File: config.mk
export PLATFORM = sky130hd
export DESIGN_NAME = ternary_block_line_codec
export DESIGN_NICKNAME = d
export VERILOG_FILES = /design/src/codec_pkg.sv /design/src/codec_fifo_if.sv /design/src/codec_fifo.sv /design/src/ternary_block_line_codec.sv
export VERILOG_INCLUDE_DIRS = /design/src
export SDC_FILE = /design/constraint.sdc
export NUM_CORES = 1
export LEC_CHECK = 0
export BUFFER_PORTS_ARGS = -buffer_cell sky130_fd_sc_hd__buf_4
export CORE_MARGIN = 5
export CORE_UTILIZATION = 45
export DETAILED_ROUTE_END_ITERATION = 6
export PLACE_DENSITY_LB_ADDON = 0.08
export SETUP_SLACK_MARGIN = 0.05
export SYNTH_ARGS = -nofsm -noshare
export SYNTH_HDL_FRONTEND = slang
export SYNTH_SLANG_ARGS = --single-unit
File: constraint.sdc
create_clock -name clk_in -period 4.4 [get_ports clk_in]
set_input_delay 0 -clock clk_in [delete_from_list [all_inputs] [get_ports clk_in]]
set_output_delay 0 -clock clk_in [all_outputs]
set_load 0.02 [all_outputs]
File: src/codec_regs.svh
`ifndef CODEC_REGS_SVH
`define CODEC_REGS_SVH

`define NIB_W 4
`define WORD_W 6
`define SCR_LEN 23
`define SCR_TAP 18
`define DSCR_TAP 5
`define FIFO_DEPTH 8
`define SUM_MIN 4'sh1
`define SUM_MAX 4'sh4
`define SUM_HIGH_LOAD 4'sh3
`define SUM_LOW_LOAD 4'sh1
`define COL_RESET 4'sh1
`define POS_FIRST 2'h0
`define POS_SECOND 2'h1
`define POS_THIRD 2'h2

`endif

File: src/codec_pkg.sv
`include "codec_regs.svh"

package codec_pkg;

    typedef enum logic [1:0] {
        SYM_ZERO = 2'b00,
        SYM_PLUS = 2'b01,
        SYM_MINUS = 2'b11
    } sym_t;

    typedef enum logic [1:0] {
        TX_IDLE = 2'b00,
        TX_SYM0 = 2'b01,
        TX_SYM1 = 2'b10,
        TX_SYM2 = 2'b11
    } tx_state_t;

    typedef struct packed {
        tx_state_t tx_state;
        logic [`WORD_W-1:0] tx_word;
        logic signed [3:0] tx_col;
        logic [`SCR_LEN-1:0] scr;
        logic [1:0] tx_sym;
        logic tx_sym_valid;
        logic [1:0] rx_pos;
        logic [`WORD_W-1:0] rx_word;
        logic signed [3:0] running_polarity_sum;
        logic [`SCR_LEN-1:0] dscr;
        logic [`NIB_W-1:0] rx_nibble;
        logic rx_nibble_valid;
        logic violation;
    } codec_state_t;

endpackage : codec_pkg

File: src/codec_fifo_if.sv
interface codec_fifo_if #(
    parameter int WIDTH = 4
);
    logic [WIDTH-1:0] in_data;
    logic in_valid;
    logic in_ready;
    logic [WIDTH-1:0] out_data;
    logic out_valid;
    logic out_ready;

    modport buffer (
        input in_data,
        input in_valid,
        output in_ready,
        output out_data,
        output out_valid,
        input out_ready
    );

    modport user (
        output in_data,
        output in_valid,
        input in_ready,
        input out_data,
        input out_valid,
        output out_ready
    );
endinterface : codec_fifo_if

File: src/codec_fifo.sv
module codec_fifo #(
    parameter int WIDTH = 4,
    parameter int DEPTH = 8
) (
    input wire logic clk_in,
    input wire logic rst_b_in,
    codec_fifo_if.buffer port
);
    localparam int PTR_W = $clog2(DEPTH);
    localparam int CNT_W = $clog2(DEPTH + 1);

    typedef struct packed {
        logic [DEPTH-1:0][WIDTH-1:0] mem;
        logic [PTR_W-1:0] wr_ptr;
        logic [PTR_W-1:0] rd_ptr;
        logic [CNT_W-1:0] count;
        logic in_ready;
    } fifo_state_t;

    fifo_state_t s_q;
    fifo_state_t s_d;
    logic push;
    logic pop;

    // Ready is registered, so it is judged from the count after this edge
    always_comb
    begin
        s_d = s_q;
        push = port.in_valid && s_q.in_ready;
        pop = port.out_ready && (s_q.count != '0);
        if (push)
        begin
            s_d.mem[s_q.wr_ptr] = port.in_data;
            s_d.wr_ptr = s_q.wr_ptr + PTR_W'(1);
        end
        if (pop)
        begin
            s_d.rd_ptr = s_q.rd_ptr + PTR_W'(1);
        end
        if (push && !pop)
        begin
            s_d.count = s_q.count + CNT_W'(1);
        end
        else if (pop && !push)
        begin
            s_d.count = s_q.count - CNT_W'(1);
        end
        s_d.in_ready = s_d.count < CNT_W'(DEPTH);
    end

    always_ff @(posedge clk_in or negedge rst_b_in)
    begin
        if (!rst_b_in)
        begin
            s_q <= '{mem: '0, wr_ptr: '0, rd_ptr: '0, count: '0, in_ready: 1'b1};
        end
        else
        begin
            s_q <= s_d;
        end
    end

    assign port.in_ready = s_q.in_ready;
    assign port.out_valid = s_q.count != '0;
    assign port.out_data = s_q.mem[s_q.rd_ptr];

endmodule : codec_fifo

File: src/ternary_block_line_codec.sv
// Operation
// Encode each 4-bit block into 3 ternary symbols
// Column state picks code column, table gives next
// Leftmost binary bit and symbol go first
// Only table words emitted, never all-zero
// Decode each 3-symbol group into 4 bits
// Any column's word decodes regardless of state
// Leftmost received symbol first, leftmost bit out first
// All-zero ternary word decodes to 0000
// Running sum adds polarity of each symbol
// Sum at word end is next expected column
// Violation when sum below one or above four
// Violation when word is three zero symbols
// Error-free word keeps running sum unchanged
// Sum above four reloads to three
// Sum zero or negative reloads to one
// Transmit data scrambled before the encoder
// Scrambler taps at delays 23 and 18
// Decoded data descrambled before forwarding
// Descrambler taps at delays 23 and 5
// Descrambler self-synchronises after 23 symbols; the code's 23-bit shifter syncs after 23 decoded bits
// Maintenance bit not reachable through frame interface
// Reset: column one, sum one, shifters cleared
// Violation is a one-cycle pulse at word end
`include "codec_regs.svh"

module ternary_block_line_codec
    import codec_pkg::*;
(
    input wire logic clk_in,
    input wire logic rst_b_in,
    input wire logic [`NIB_W-1:0] tx_nibble_in,
    input wire logic tx_valid_in,
    output logic tx_ready_out,
    output logic [1:0] tx_sym_out,
    output logic tx_sym_valid_out,
    input wire logic tx_sym_ready_in,
    input wire logic [1:0] rx_sym_in,
    input wire logic rx_sym_valid_in,
    input wire logic rx_word_start_in,
    output logic [`NIB_W-1:0] rx_nibble_out,
    output logic rx_nibble_valid_out,
    output logic code_violation_out
);
    localparam logic [1:0] P = SYM_PLUS;
    localparam logic [1:0] Z = SYM_ZERO;
    localparam logic [1:0] M = SYM_MINUS;

    localparam codec_state_t RESET_STATE = '{
        tx_state: TX_IDLE,
        tx_word: '0,
        tx_col: `COL_RESET,
        scr: '0,
        tx_sym: SYM_ZERO,
        tx_sym_valid: 1'b0,
        rx_pos: `POS_FIRST,
        rx_word: '0,
        running_polarity_sum: `COL_RESET,
        dscr: '0,
        rx_nibble: '0,
        rx_nibble_valid: 1'b0,
        violation: 1'b0
    };

    codec_state_t s_q;
    codec_state_t s_d;
    logic [`NIB_W-1:0] scr_nibble;
    logic [`SCR_LEN-1:0] scr_next;
    logic pop_ok;

    codec_fifo_if #(.WIDTH(`NIB_W)) tx_fifo ();

    codec_fifo #(
        .WIDTH(`NIB_W),
        .DEPTH(`FIFO_DEPTH)
    ) u_tx_fifo (
        .clk_in(clk_in),
        .rst_b_in(rst_b_in),
        .port(tx_fifo.buffer)
    );

    function automatic logic signed [3:0] polarity(input logic [1:0] sym);
        case (sym)
            P: polarity = 4'sh1;
            M: polarity = -4'sh1;
            default: polarity = 4'sh0;
        endcase
    endfunction : polarity

    function automatic logic signed [3:0] weight(input logic [`WORD_W-1:0] w);
        weight = polarity(w[5:4]) + polarity(w[3:2]) + polarity(w[1:0]);
    endfunction : weight

    // Table words only; the next column is the current one plus word weight
    function automatic logic [`WORD_W-1:0] encode(input logic [`NIB_W-1:0] nib, input logic signed [3:0] col);
        logic first;
        logic low;
        logic last;
        first = col == `COL_RESET;
        low = col < `SUM_HIGH_LOAD;
        last = col == `SUM_MAX;
        case (nib)
            4'h1: encode = {Z, M, P};
            4'h7: encode = {M, Z, P};
            4'h4: encode = {M, P, Z};
            4'h2: encode = {P, M, Z};
            4'hb: encode = {P, Z, M};
            4'he: encode = {Z, P, M};
            4'h9: encode = last ? {M, M, M} : {P, M, P};
            4'h3: encode = last ? {M, M, Z} : {Z, Z, P};
            4'hd: encode = last ? {M, Z, M} : {Z, P, Z};
            4'h8: encode = last ? {Z, M, M} : {P, Z, Z};
            4'h6: encode = low ? {M, P, P} : {M, M, P};
            4'ha: encode = low ? {P, P, M} : {P, M, M};
            4'hf: encode = first ? {P, P, Z} : {Z, Z, M};
            4'h0: encode = first ? {P, Z, P} : {Z, M, Z};
            4'h5: encode = first ? {Z, P, P} : {M, Z, Z};
            default: encode = first ? {P, P, P} : {M, P, M};
        endcase
    endfunction : encode

    // Column-free inverse: every word of every column has one meaning
    function automatic logic [`NIB_W-1:0] decode(input logic [`WORD_W-1:0] w);
        case (w)
            {Z, M, P}: decode = 4'h1;
            {M, Z, P}: decode = 4'h7;
            {M, P, Z}: decode = 4'h4;
            {P, M, Z}: decode = 4'h2;
            {P, Z, M}: decode = 4'hb;
            {Z, P, M}: decode = 4'he;
            {P, M, P}: decode = 4'h9;
            {M, M, M}: decode = 4'h9;
            {Z, Z, P}: decode = 4'h3;
            {M, M, Z}: decode = 4'h3;
            {Z, P, Z}: decode = 4'hd;
            {M, Z, M}: decode = 4'hd;
            {P, Z, Z}: decode = 4'h8;
            {Z, M, M}: decode = 4'h8;
            {M, P, P}: decode = 4'h6;
            {M, M, P}: decode = 4'h6;
            {P, P, M}: decode = 4'ha;
            {P, M, M}: decode = 4'ha;
            {P, P, Z}: decode = 4'hf;
            {Z, Z, M}: decode = 4'hf;
            {P, Z, P}: decode = 4'h0;
            {Z, M, Z}: decode = 4'h0;
            {Z, P, P}: decode = 4'h5;
            {M, Z, Z}: decode = 4'h5;
            {P, P, P}: decode = 4'hc;
            {M, P, M}: decode = 4'hc;
            default: decode = 4'h0;
        endcase
    endfunction : decode

    // Bit 3 of a nibble is its leftmost, earliest bit
    always_comb
    begin
        scr_next = s_q.scr;
        scr_nibble = '0;
        for (int i = `NIB_W - 1; i >= 0; i--)
        begin
            scr_nibble[i] = tx_nibble_in[i] ^ scr_next[`SCR_TAP-1] ^ scr_next[`SCR_LEN-1];
            scr_next = {scr_next[`SCR_LEN-2:0], scr_nibble[i]};
        end
    end

    // Only 2B+D nibbles enter; no maintenance bit path exists here
    assign tx_fifo.in_data = scr_nibble;
    assign tx_fifo.in_valid = tx_valid_in;

    // Back-to-back words: the next pop may replace the last symbol in place
    assign pop_ok = (s_q.tx_state == TX_IDLE) || ((s_q.tx_state == TX_SYM2) && tx_sym_ready_in);
    assign tx_fifo.out_ready = pop_ok;

    always_comb
    begin
        logic [`WORD_W-1:0] full_word;
        logic [`NIB_W-1:0] dec;
        logic [`SCR_LEN-1:0] dreg;
        logic signed [3:0] sum;
        logic [1:0] pos;
        full_word = '0;
        dec = '0;
        dreg = s_q.dscr;
        sum = s_q.running_polarity_sum;
        pos = s_q.rx_pos;
        s_d = s_q;
        s_d.rx_nibble_valid = 1'b0;
        s_d.violation = 1'b0;

        if (tx_valid_in && tx_fifo.in_ready)
        begin
            s_d.scr = scr_next;
        end

        case (s_q.tx_state)
            TX_IDLE:
            begin
                s_d.tx_sym_valid = 1'b0;
            end
            TX_SYM0:
            begin
                if (tx_sym_ready_in)
                begin
                    s_d.tx_sym = s_q.tx_word[3:2];
                    s_d.tx_state = TX_SYM1;
                end
            end
            TX_SYM1:
            begin
                if (tx_sym_ready_in)
                begin
                    s_d.tx_sym = s_q.tx_word[1:0];
                    s_d.tx_state = TX_SYM2;
                end
            end
            TX_SYM2:
            begin
                if (tx_sym_ready_in)
                begin
                    s_d.tx_sym_valid = 1'b0;
                    s_d.tx_state = TX_IDLE;
                end
            end
            default:
            begin
                s_d.tx_sym_valid = 1'b0;
                s_d.tx_state = TX_IDLE;
            end
        endcase

        if (pop_ok && tx_fifo.out_valid)
        begin
            s_d.tx_word = encode(tx_fifo.out_data, s_q.tx_col);
            s_d.tx_col = s_q.tx_col + weight(s_d.tx_word);
            s_d.tx_sym = s_d.tx_word[5:4];
            s_d.tx_sym_valid = 1'b1;
            s_d.tx_state = TX_SYM0;
        end

        // Word alignment comes from the framer; without it, words follow on
        if (rx_sym_valid_in)
        begin
            if (rx_word_start_in)
            begin
                pos = `POS_FIRST;
            end
            sum = s_q.running_polarity_sum + polarity(rx_sym_in);
            s_d.running_polarity_sum = sum;
            case (pos)
                `POS_FIRST:
                begin
                    s_d.rx_word[5:4] = rx_sym_in;
                    s_d.rx_pos = `POS_SECOND;
                end
                `POS_SECOND:
                begin
                    s_d.rx_word[3:2] = rx_sym_in;
                    s_d.rx_pos = `POS_THIRD;
                end
                default:
                begin
                    full_word = {s_q.rx_word[5:2], rx_sym_in};
                    dec = decode(full_word);
                    for (int i = `NIB_W - 1; i >= 0; i--)
                    begin
                        s_d.rx_nibble[i] = dec[i] ^ dreg[`DSCR_TAP-1] ^ dreg[`SCR_LEN-1];
                        dreg = {dreg[`SCR_LEN-2:0], dec[i]};
                    end
                    s_d.dscr = dreg;
                    s_d.rx_nibble_valid = 1'b1;
                    // Sum left at word end names the next column expected
                    // Unused code 2'b10 has no polarity, so only bit 0 of each symbol matters
                    s_d.violation = (sum < `SUM_MIN) || (sum > `SUM_MAX)
                        || ({full_word[4], full_word[2], full_word[0]} == 3'h0);
                    // Correction stored now equals loading it at the next word start
                    if (sum > `SUM_MAX)
                    begin
                        s_d.running_polarity_sum = `SUM_HIGH_LOAD;
                    end
                    else if (sum < `SUM_MIN)
                    begin
                        s_d.running_polarity_sum = `SUM_LOW_LOAD;
                    end
                    else
                    begin
                        s_d.running_polarity_sum = sum;
                    end
                    s_d.rx_pos = `POS_FIRST;
                end
            endcase
        end
    end

    always_ff @(posedge clk_in or negedge rst_b_in)
    begin
        if (!rst_b_in)
        begin
            s_q <= RESET_STATE;
        end
        else
        begin
            s_q <= s_d;
        end
    end

    assign tx_ready_out = tx_fifo.in_ready;
    assign tx_sym_out = s_q.tx_sym;
    assign tx_sym_valid_out = s_q.tx_sym_valid;
    assign rx_nibble_out = s_q.rx_nibble;
    assign rx_nibble_valid_out = s_q.rx_nibble_valid;
    assign code_violation_out = s_q.violation;

endmodule : ternary_block_line_codec

# After elaboration in Yosys (flattened, before gate mapping)
# Memories as Yosys holds them, arrays and structs flattened.
# Index checks and enable logic that the tools add are counted.
# classes
n_addsub	8
mux	47
reduce_logical	26
n_bitwise	17
n_eq_ne	31
n_lt_le_gt_ge	7
# op_table
cell	count
$pmux 6 s15	1
$mux 4	14
$mux 6	6
$mux 33	1
$bwmux 32	1
$eq 4x4->1 const B	8
$pmux 4 s2	4
$add 4x4->4	4
$eq 4x3->1 const B	4
$mux 2	8
$xor 1x1->1	16
$mux 5	3
$bmux 4 s3	1
$demux 4 s3	1
$eq 2x1->1 const B	6
$eq 2x2->1 const B	6
$eq 4x2->1 const B	3
$mux 12	1
$ne 3x2->1 const B	3
$lt 3x4->1 const B	2
$pmux 2 s2	2
$reduce_and 2->1	4
$reduce_bool 4->1	2
$add 3x1->3 const B	2
23 further kinds	33
# totals
register_bits	120
mem_bits_ro	256
elab_cells	163
output_inout_bits	10
memories	1
# mem_list
name	words	width	read_ports	rd_clocked_by_memory_dff	write_ports	line_no	rtl
(name not given)	64	4	1	0	0	ternary_block_line_codec.sv:124	case (w)

# Logic depth before layout (Yosys ltp)
# logic_depth
ltp_word	12
depth_mapped	20
mapped_depth_nobuf	19

# Modules after synthesis
# A second synthesis with hierarchy kept.
# hier_totals
hier_cells	537
hier_area_um2	6324.8
# by_module_without_submodules
mod	cells_per_inst	area_each_um2	instances
ternary_block_line_codec	384	4186.5	1
codec_fifo	153	2138.3	1

# Least setup slack after synthesis
# Ideal clock, no wire load.
# synth_timing
path_type	flip-flop to flip-flop
from	register u_tx_fifo.s_q[5] (netlist bit)
to	register s_q[70] (netlist bit)
arrival_time_ns	4.497
slack_ns	-0.229
path_stages_with_launch	20
n_path_buf	2
cell_sequence	dfrtp_1 buf_6 mux4_2 mux2_2 buf_2 xnor2_1 o32ai_1 fa_1 inv_1 fa_1 inv_1 ha_1 inv_1 fa_1 xnor2_1 xnor2_1 xnor2_1 xnor2_1 xnor2_1 o21ai_1
# synth_via
elab_chain_len	11
# synth_rtl
item	line_no	rtl
start, declared	codec_fifo.sv:20	fifo_state_t s_q;
start signal, assigned	codec_fifo.sv:55	s_q <= '{mem: '0, wr_ptr: '0, rd_ptr: '0, count: '0, in_ready: 1'b1};
$bmux 4 s3 (*)	codec_fifo.sv:65	assign port.out_data = s_q.mem[s_q.rd_ptr];
$mux 4 (implied by the code) (*)	codec_fifo.sv:65	
$eq 4x3->1 (tied with other cells)	ternary_block_line_codec.sv:102	case (nib)
$pmux 6 s15 (*)	ternary_block_line_codec.sv:102	
$mux 6 (*)	ternary_block_line_codec.sv:232	if (pop_ok && tx_fifo.out_valid)
$eq 2x2->1 / $eq 2x1->1 (equally long branches)	ternary_block_line_codec.sv:83	case (sym)
$pmux 4 s2	ternary_block_line_codec.sv:83	
$mux 4	ternary_block_line_codec.sv:232	
$add 4x4->4	ternary_block_line_codec.sv:91	weight = polarity(w[5:4]) + polarity(w[3:2]) + polarity(w[1:0]);
$add 4x4->4 (*)	ternary_block_line_codec.sv:91	
$add 4x4->4 (*)	ternary_block_line_codec.sv:235	s_d.tx_col = s_q.tx_col + weight(s_d.tx_word);
end signal, assigned	ternary_block_line_codec.sv:299	s_q <= RESET_STATE;
end signal, assigned	ternary_block_line_codec.sv:303	s_q <= s_d;
end, declared	ternary_block_line_codec.sv:65	codec_state_t s_q;
# Mark *: on every way between the ends. The rest lies on a longest branch, timed or not. The select of a mux whose other input is x is not followed.
# A chain may end at the register's enable or synchronous reset.

# Final worst setup path
# Same ends and word-level chain as after synthesis.

==> impl_metrics.ini <==
[outcome]
outcome = finished, violations left
violations = setup timing

[sta]
final.setup.worst_slack_ns = -0.0977
rsz0062_at_grt = true
fmax_mhz = 222
worst_clock_skew_ns = 0.00784
slew-limit-headroom_pct = 44.8
finalCritPeriodShare_pct = 102
finalHoldViolCount = 0
final_max_slew_viol_count = 0
timing_worst_slew_pin_value_ns = 0.822
setup_viol_count_final = 1
finalWorstPathRequiredPeriod_ns = 4.50
hold_ws_ns = 0.185

[clock_network]
cts_max_level = 4
clock_tree.root_cell = sky130_fd_sc_hd__clkbuf_16
ctsLongestPathBuffers = 2
clk_pin_slew_worst_paths_ns = 0.05
cts.sink_count = 118
postCtsSetupBuffers = 0
cts-buffers-inserted = 17
clock_tree_from_tritoncts = built
clk_latency_ns = 0.40

[drt]
routed_vias = 3990
drc_markers = 0
drtAntennaViolNets = 0
final_wirelength_mm = 11.7
detail_route.first_pass.iterations = 4
vias_per_cell = 5.32
routedWlPerCell_um = 15.6
initialDrtViolationCount = 200

[synthesis]
synth_top_family_by_area = multiplexers
synth-simple-area-share_pct = 6.45
asr_flop_ratio_synth_pct = 100
synthXorXnorAreaFrac_pct = 5.19
yosys-mux-area-fraction_pct = 19.9
synth_sequential_area_ratio_pct = 48.7
synth-adder-area-share_pct = 6.43
synth_area_leaders = sky130_fd_sc_hd__dfrtp_1 (47%), sky130_fd_sc_hd__mux2_2 (15%), sky130_fd_sc_hd__xnor2_1 (4.3%), sky130_fd_sc_hd__ha_1 (4.1%), sky130_fd_sc_hd__mux4_2 (3.0%)
synth_area_sq_um = 6070
edff_count_synth = 0
synthesized_area_fraction_occupied_by_ao_oa_aoi_and_oai_cells_pct = 9.74
synth_flop_cell = sky130_fd_sc_hd__dfrtp_1
post_synth_inst_count = 511
synth_warnings = 0
synth.distinct_cells = 51
synthesis.area_per_instance_sq_um = 11.9
yosys.area.top_type_share_pct = 47.4
yosysTopAreaCell = sky130_fd_sc_hd__dfrtp_1
synth_nets = 550
synth.ff_latch_count = 118

[placement]
hpwlAfterDp_mm = 8.15
io_buffers = 21
gpl.final_weighted_congestion = 0.882

[worst_setup_path]
reg2reg_slack_ns = -0.1
worst-r2r-cell-count = 21
cp_data_required_time_ns = 4.67
cp-start-kind = flip-flop
worst_ep_arrival_time_ns = 4.76
crit_start = u_tx_fifo.s_q[5]
ff_to_ff_start = u_tx_fifo.s_q[5]
setup.worst_path.end_class = flip-flop
timing.setup.critical_path_class = flip-flop to flip-flop
cp_max_fo = 7
critical_path.reg2reg.endpoint = s_q[70]

[global_route]
grt_pass1_wl_mm = 20.5
number_of_global_route_vias_before_repair = 4156
maximum_number_of_pins_on_one_net_before_global_route_repair = 64
globalRouteTotalUtil_pct = 15.8
use_met1_pct = 21.0
antenna_found_initial = 0
gr-total-overflow = 0
global_route.peak_usage_layer = met2
grt_use_met3_pct = 4.32
grt_use_met2_pct = 25.3

[floorplan]
initial_cell_density_of_the_core_pct = 45.9
floorplan.io_pins = 22
num_rows = 42
full_die_area_sq_um = 15900
die_height_um = 126
core_area_sq_um = 13200
die_width_um = 126

[job]
drv_cap = 0

[final_layout]
areaGrowthSynthToFinish_pct = 19.5
diodes = 0
final_layout_size_suffix_gt1_share_pct = 31.4
nNetsFinal = 601
fillerInstances = 1147

[hold_path]
min_path_type = input pin to async pin
==> layout make-up <==
cell class | instances | area [sq um] | area share [%]
Clock buffer | 23 | 478 | 6.59
Clock inverter | 8 | 98.8 | 1.36
Sequential cell | 118 | 2960 | 40.7
Inverter | 28 | 105 | 1.45
Multi-Input combinational cell | 343 | 2950 | 40.6
Timing Repair Buffer | 54 | 450 | 6.21
Tap cell | 176 | 220 | 3.03
==> synthesized netlist by cell type (4+ instances only) <==
cell / count
sky130_fd_sc_hd__a211oi_1: 5
sky130_fd_sc_hd__a21o_1: 4
sky130_fd_sc_hd__a21oi_1: 19
sky130_fd_sc_hd__a31oi_1: 5
sky130_fd_sc_hd__buf_1: 5
sky130_fd_sc_hd__buf_4: 6
sky130_fd_sc_hd__clkbuf_1: 7
sky130_fd_sc_hd__dfrtp_1: 115
sky130_fd_sc_hd__fa_1: 7
sky130_fd_sc_hd__ha_1: 20
sky130_fd_sc_hd__inv_1: 25
sky130_fd_sc_hd__mux2_2: 80
sky130_fd_sc_hd__mux2i_1: 8
sky130_fd_sc_hd__mux4_2: 8
sky130_fd_sc_hd__nand2_1: 42
sky130_fd_sc_hd__nand3_1: 5
sky130_fd_sc_hd__nor2_1: 25
sky130_fd_sc_hd__nor2b_1: 4
sky130_fd_sc_hd__nor3_1: 5
sky130_fd_sc_hd__o21ai_0: 35
sky130_fd_sc_hd__xnor2_1: 30
sky130_fd_sc_hd__xor2_1: 6
==> cells in the final DEF, fill, tap and decap left out, types with 5 or more instances in the layout <==
| cell type | count |
|---|---|
| sky130_fd_sc_hd__nand2_1 | 42 |
| sky130_fd_sc_hd__xor2_1 | 6 |
| sky130_fd_sc_hd__nand3_1 | 5 |
| sky130_fd_sc_hd__a31oi_1 | 5 |
| sky130_fd_sc_hd__nor2_1 | 24 |
| sky130_fd_sc_hd__inv_1 | 23 |
| sky130_fd_sc_hd__ha_1 | 20 |
| sky130_fd_sc_hd__buf_4 | 44 |
| sky130_fd_sc_hd__dfrtp_1 | 115 |
| sky130_fd_sc_hd__o21ai_0 | 35 |
| sky130_fd_sc_hd__clkbuf_16 | 17 |
| sky130_fd_sc_hd__nor3_1 | 5 |
| sky130_fd_sc_hd__mux2_2 | 77 |
| sky130_fd_sc_hd__mux4_2 | 8 |
| sky130_fd_sc_hd__a211oi_1 | 5 |
| sky130_fd_sc_hd__xnor2_1 | 28 |
| sky130_fd_sc_hd__fa_1 | 6 |
| sky130_fd_sc_hd__dlygate4sd3_1 | 8 |
| sky130_fd_sc_hd__mux2i_1 | 8 |
| sky130_fd_sc_hd__a21oi_1 | 18 |
==> sequential cells by signal, indices dropped and copies added, names as in the netlist <==
| signal | count |
|---|---|
| u_tx_fifo.s_q | 42 |
| u_tx_fifo.port.in_ready | 1 |
| tx_sym_valid_out | 1 |
| s_q | 66 |
| rx_nibble_out | 4 |
| rx_nibble_valid_out | 1 |
| code_violation_out | 1 |
| tx_sym_out | 2 |
==> through the flow <==
stage | std cells | setup slack, ns | util [%] | instance area [sq um] | TNS, ns
CTS | 750 | -0.0893 | 54.7 | 7250 | -0.0893
finish | 750 | -0.0977 | 54.8 | 7260 | -0.0977
floorplan | 511 | 0.00554 | - | 6120 | 0
detailed placement | 711 | -0.0895 | 49.7 | 6590 | -0.0895
global route | 750 | -0.303 | 54.8 | 7260 | -0.303
global placement | 711 | -0.0414 | 49.7 | 6590 | -0.0414
==> critical path, stage by stage (launching register included) <==
cell	delay, ns
sky130_fd_sc_hd__dfrtp_1	0.38
sky130_fd_sc_hd__buf_12	0.14
sky130_fd_sc_hd__mux4_2	0.50
sky130_fd_sc_hd__mux2_4	0.33
sky130_fd_sc_hd__nor2_4	0.14
sky130_fd_sc_hd__buf_4	0.12
sky130_fd_sc_hd__nor2_1	0.03
sky130_fd_sc_hd__nor2_1	0.13
sky130_fd_sc_hd__o32ai_2	0.12
sky130_fd_sc_hd__fa_1	0.50
sky130_fd_sc_hd__inv_2	0.04
sky130_fd_sc_hd__fa_1	0.46
sky130_fd_sc_hd__inv_1	0.07
sky130_fd_sc_hd__ha_1	0.14
sky130_fd_sc_hd__inv_1	0.05
sky130_fd_sc_hd__fa_2	0.35
sky130_fd_sc_hd__xnor2_2	0.17
sky130_fd_sc_hd__xnor2_1	0.15
sky130_fd_sc_hd__xnor2_1	0.15
sky130_fd_sc_hd__xnor2_1	0.16
sky130_fd_sc_hd__xnor2_1	0.14
sky130_fd_sc_hd__o21ai_1	0.07
==> how the worst max path moves through the flow <==
stage	slack [ns]	endpoint
floorplan	0.006	s_q[70]
global placement	-0.04	s_q[70]
detailed placement	-0.09	s_q[70]
CTS	-0.09	s_q[70]
global route	-0.30	s_q[70]
finish	-0.1	s_q[70]
==> timing repair <==
| item | CTS | global route |
|---|---|---|
| endpoints found under the setup margin | 1 | 1 |
| endpoints found under the hold margin | 65 | 0 |
| hold buffers | 8 | 0 |
| gates resized for setup | 2 | 3 |
| pin swaps | 0 | 2 |
==> metal layers <==
layer	part of all wire [%]	wire length, um	vias up
met5	0	0	-
met4	1.1	127	0
met3	2.5	289	13
met2	49	5750	51
met1	47	5520	2022
li1	-	-	1904
==> cell families after synthesis <==
group                      after synthesis
xor gates and xnor gates                36
muxes                                   98
adders and majority gates               27
AOI/OAI and AO/OA                       91
and+or+nand+nor                         91
DFF                                    118
buffers and inverters                   50
Power is left out: the tool's default activity adds up to more than one toggle a clock period on the data nets, which glitch-free logic cannot reach.
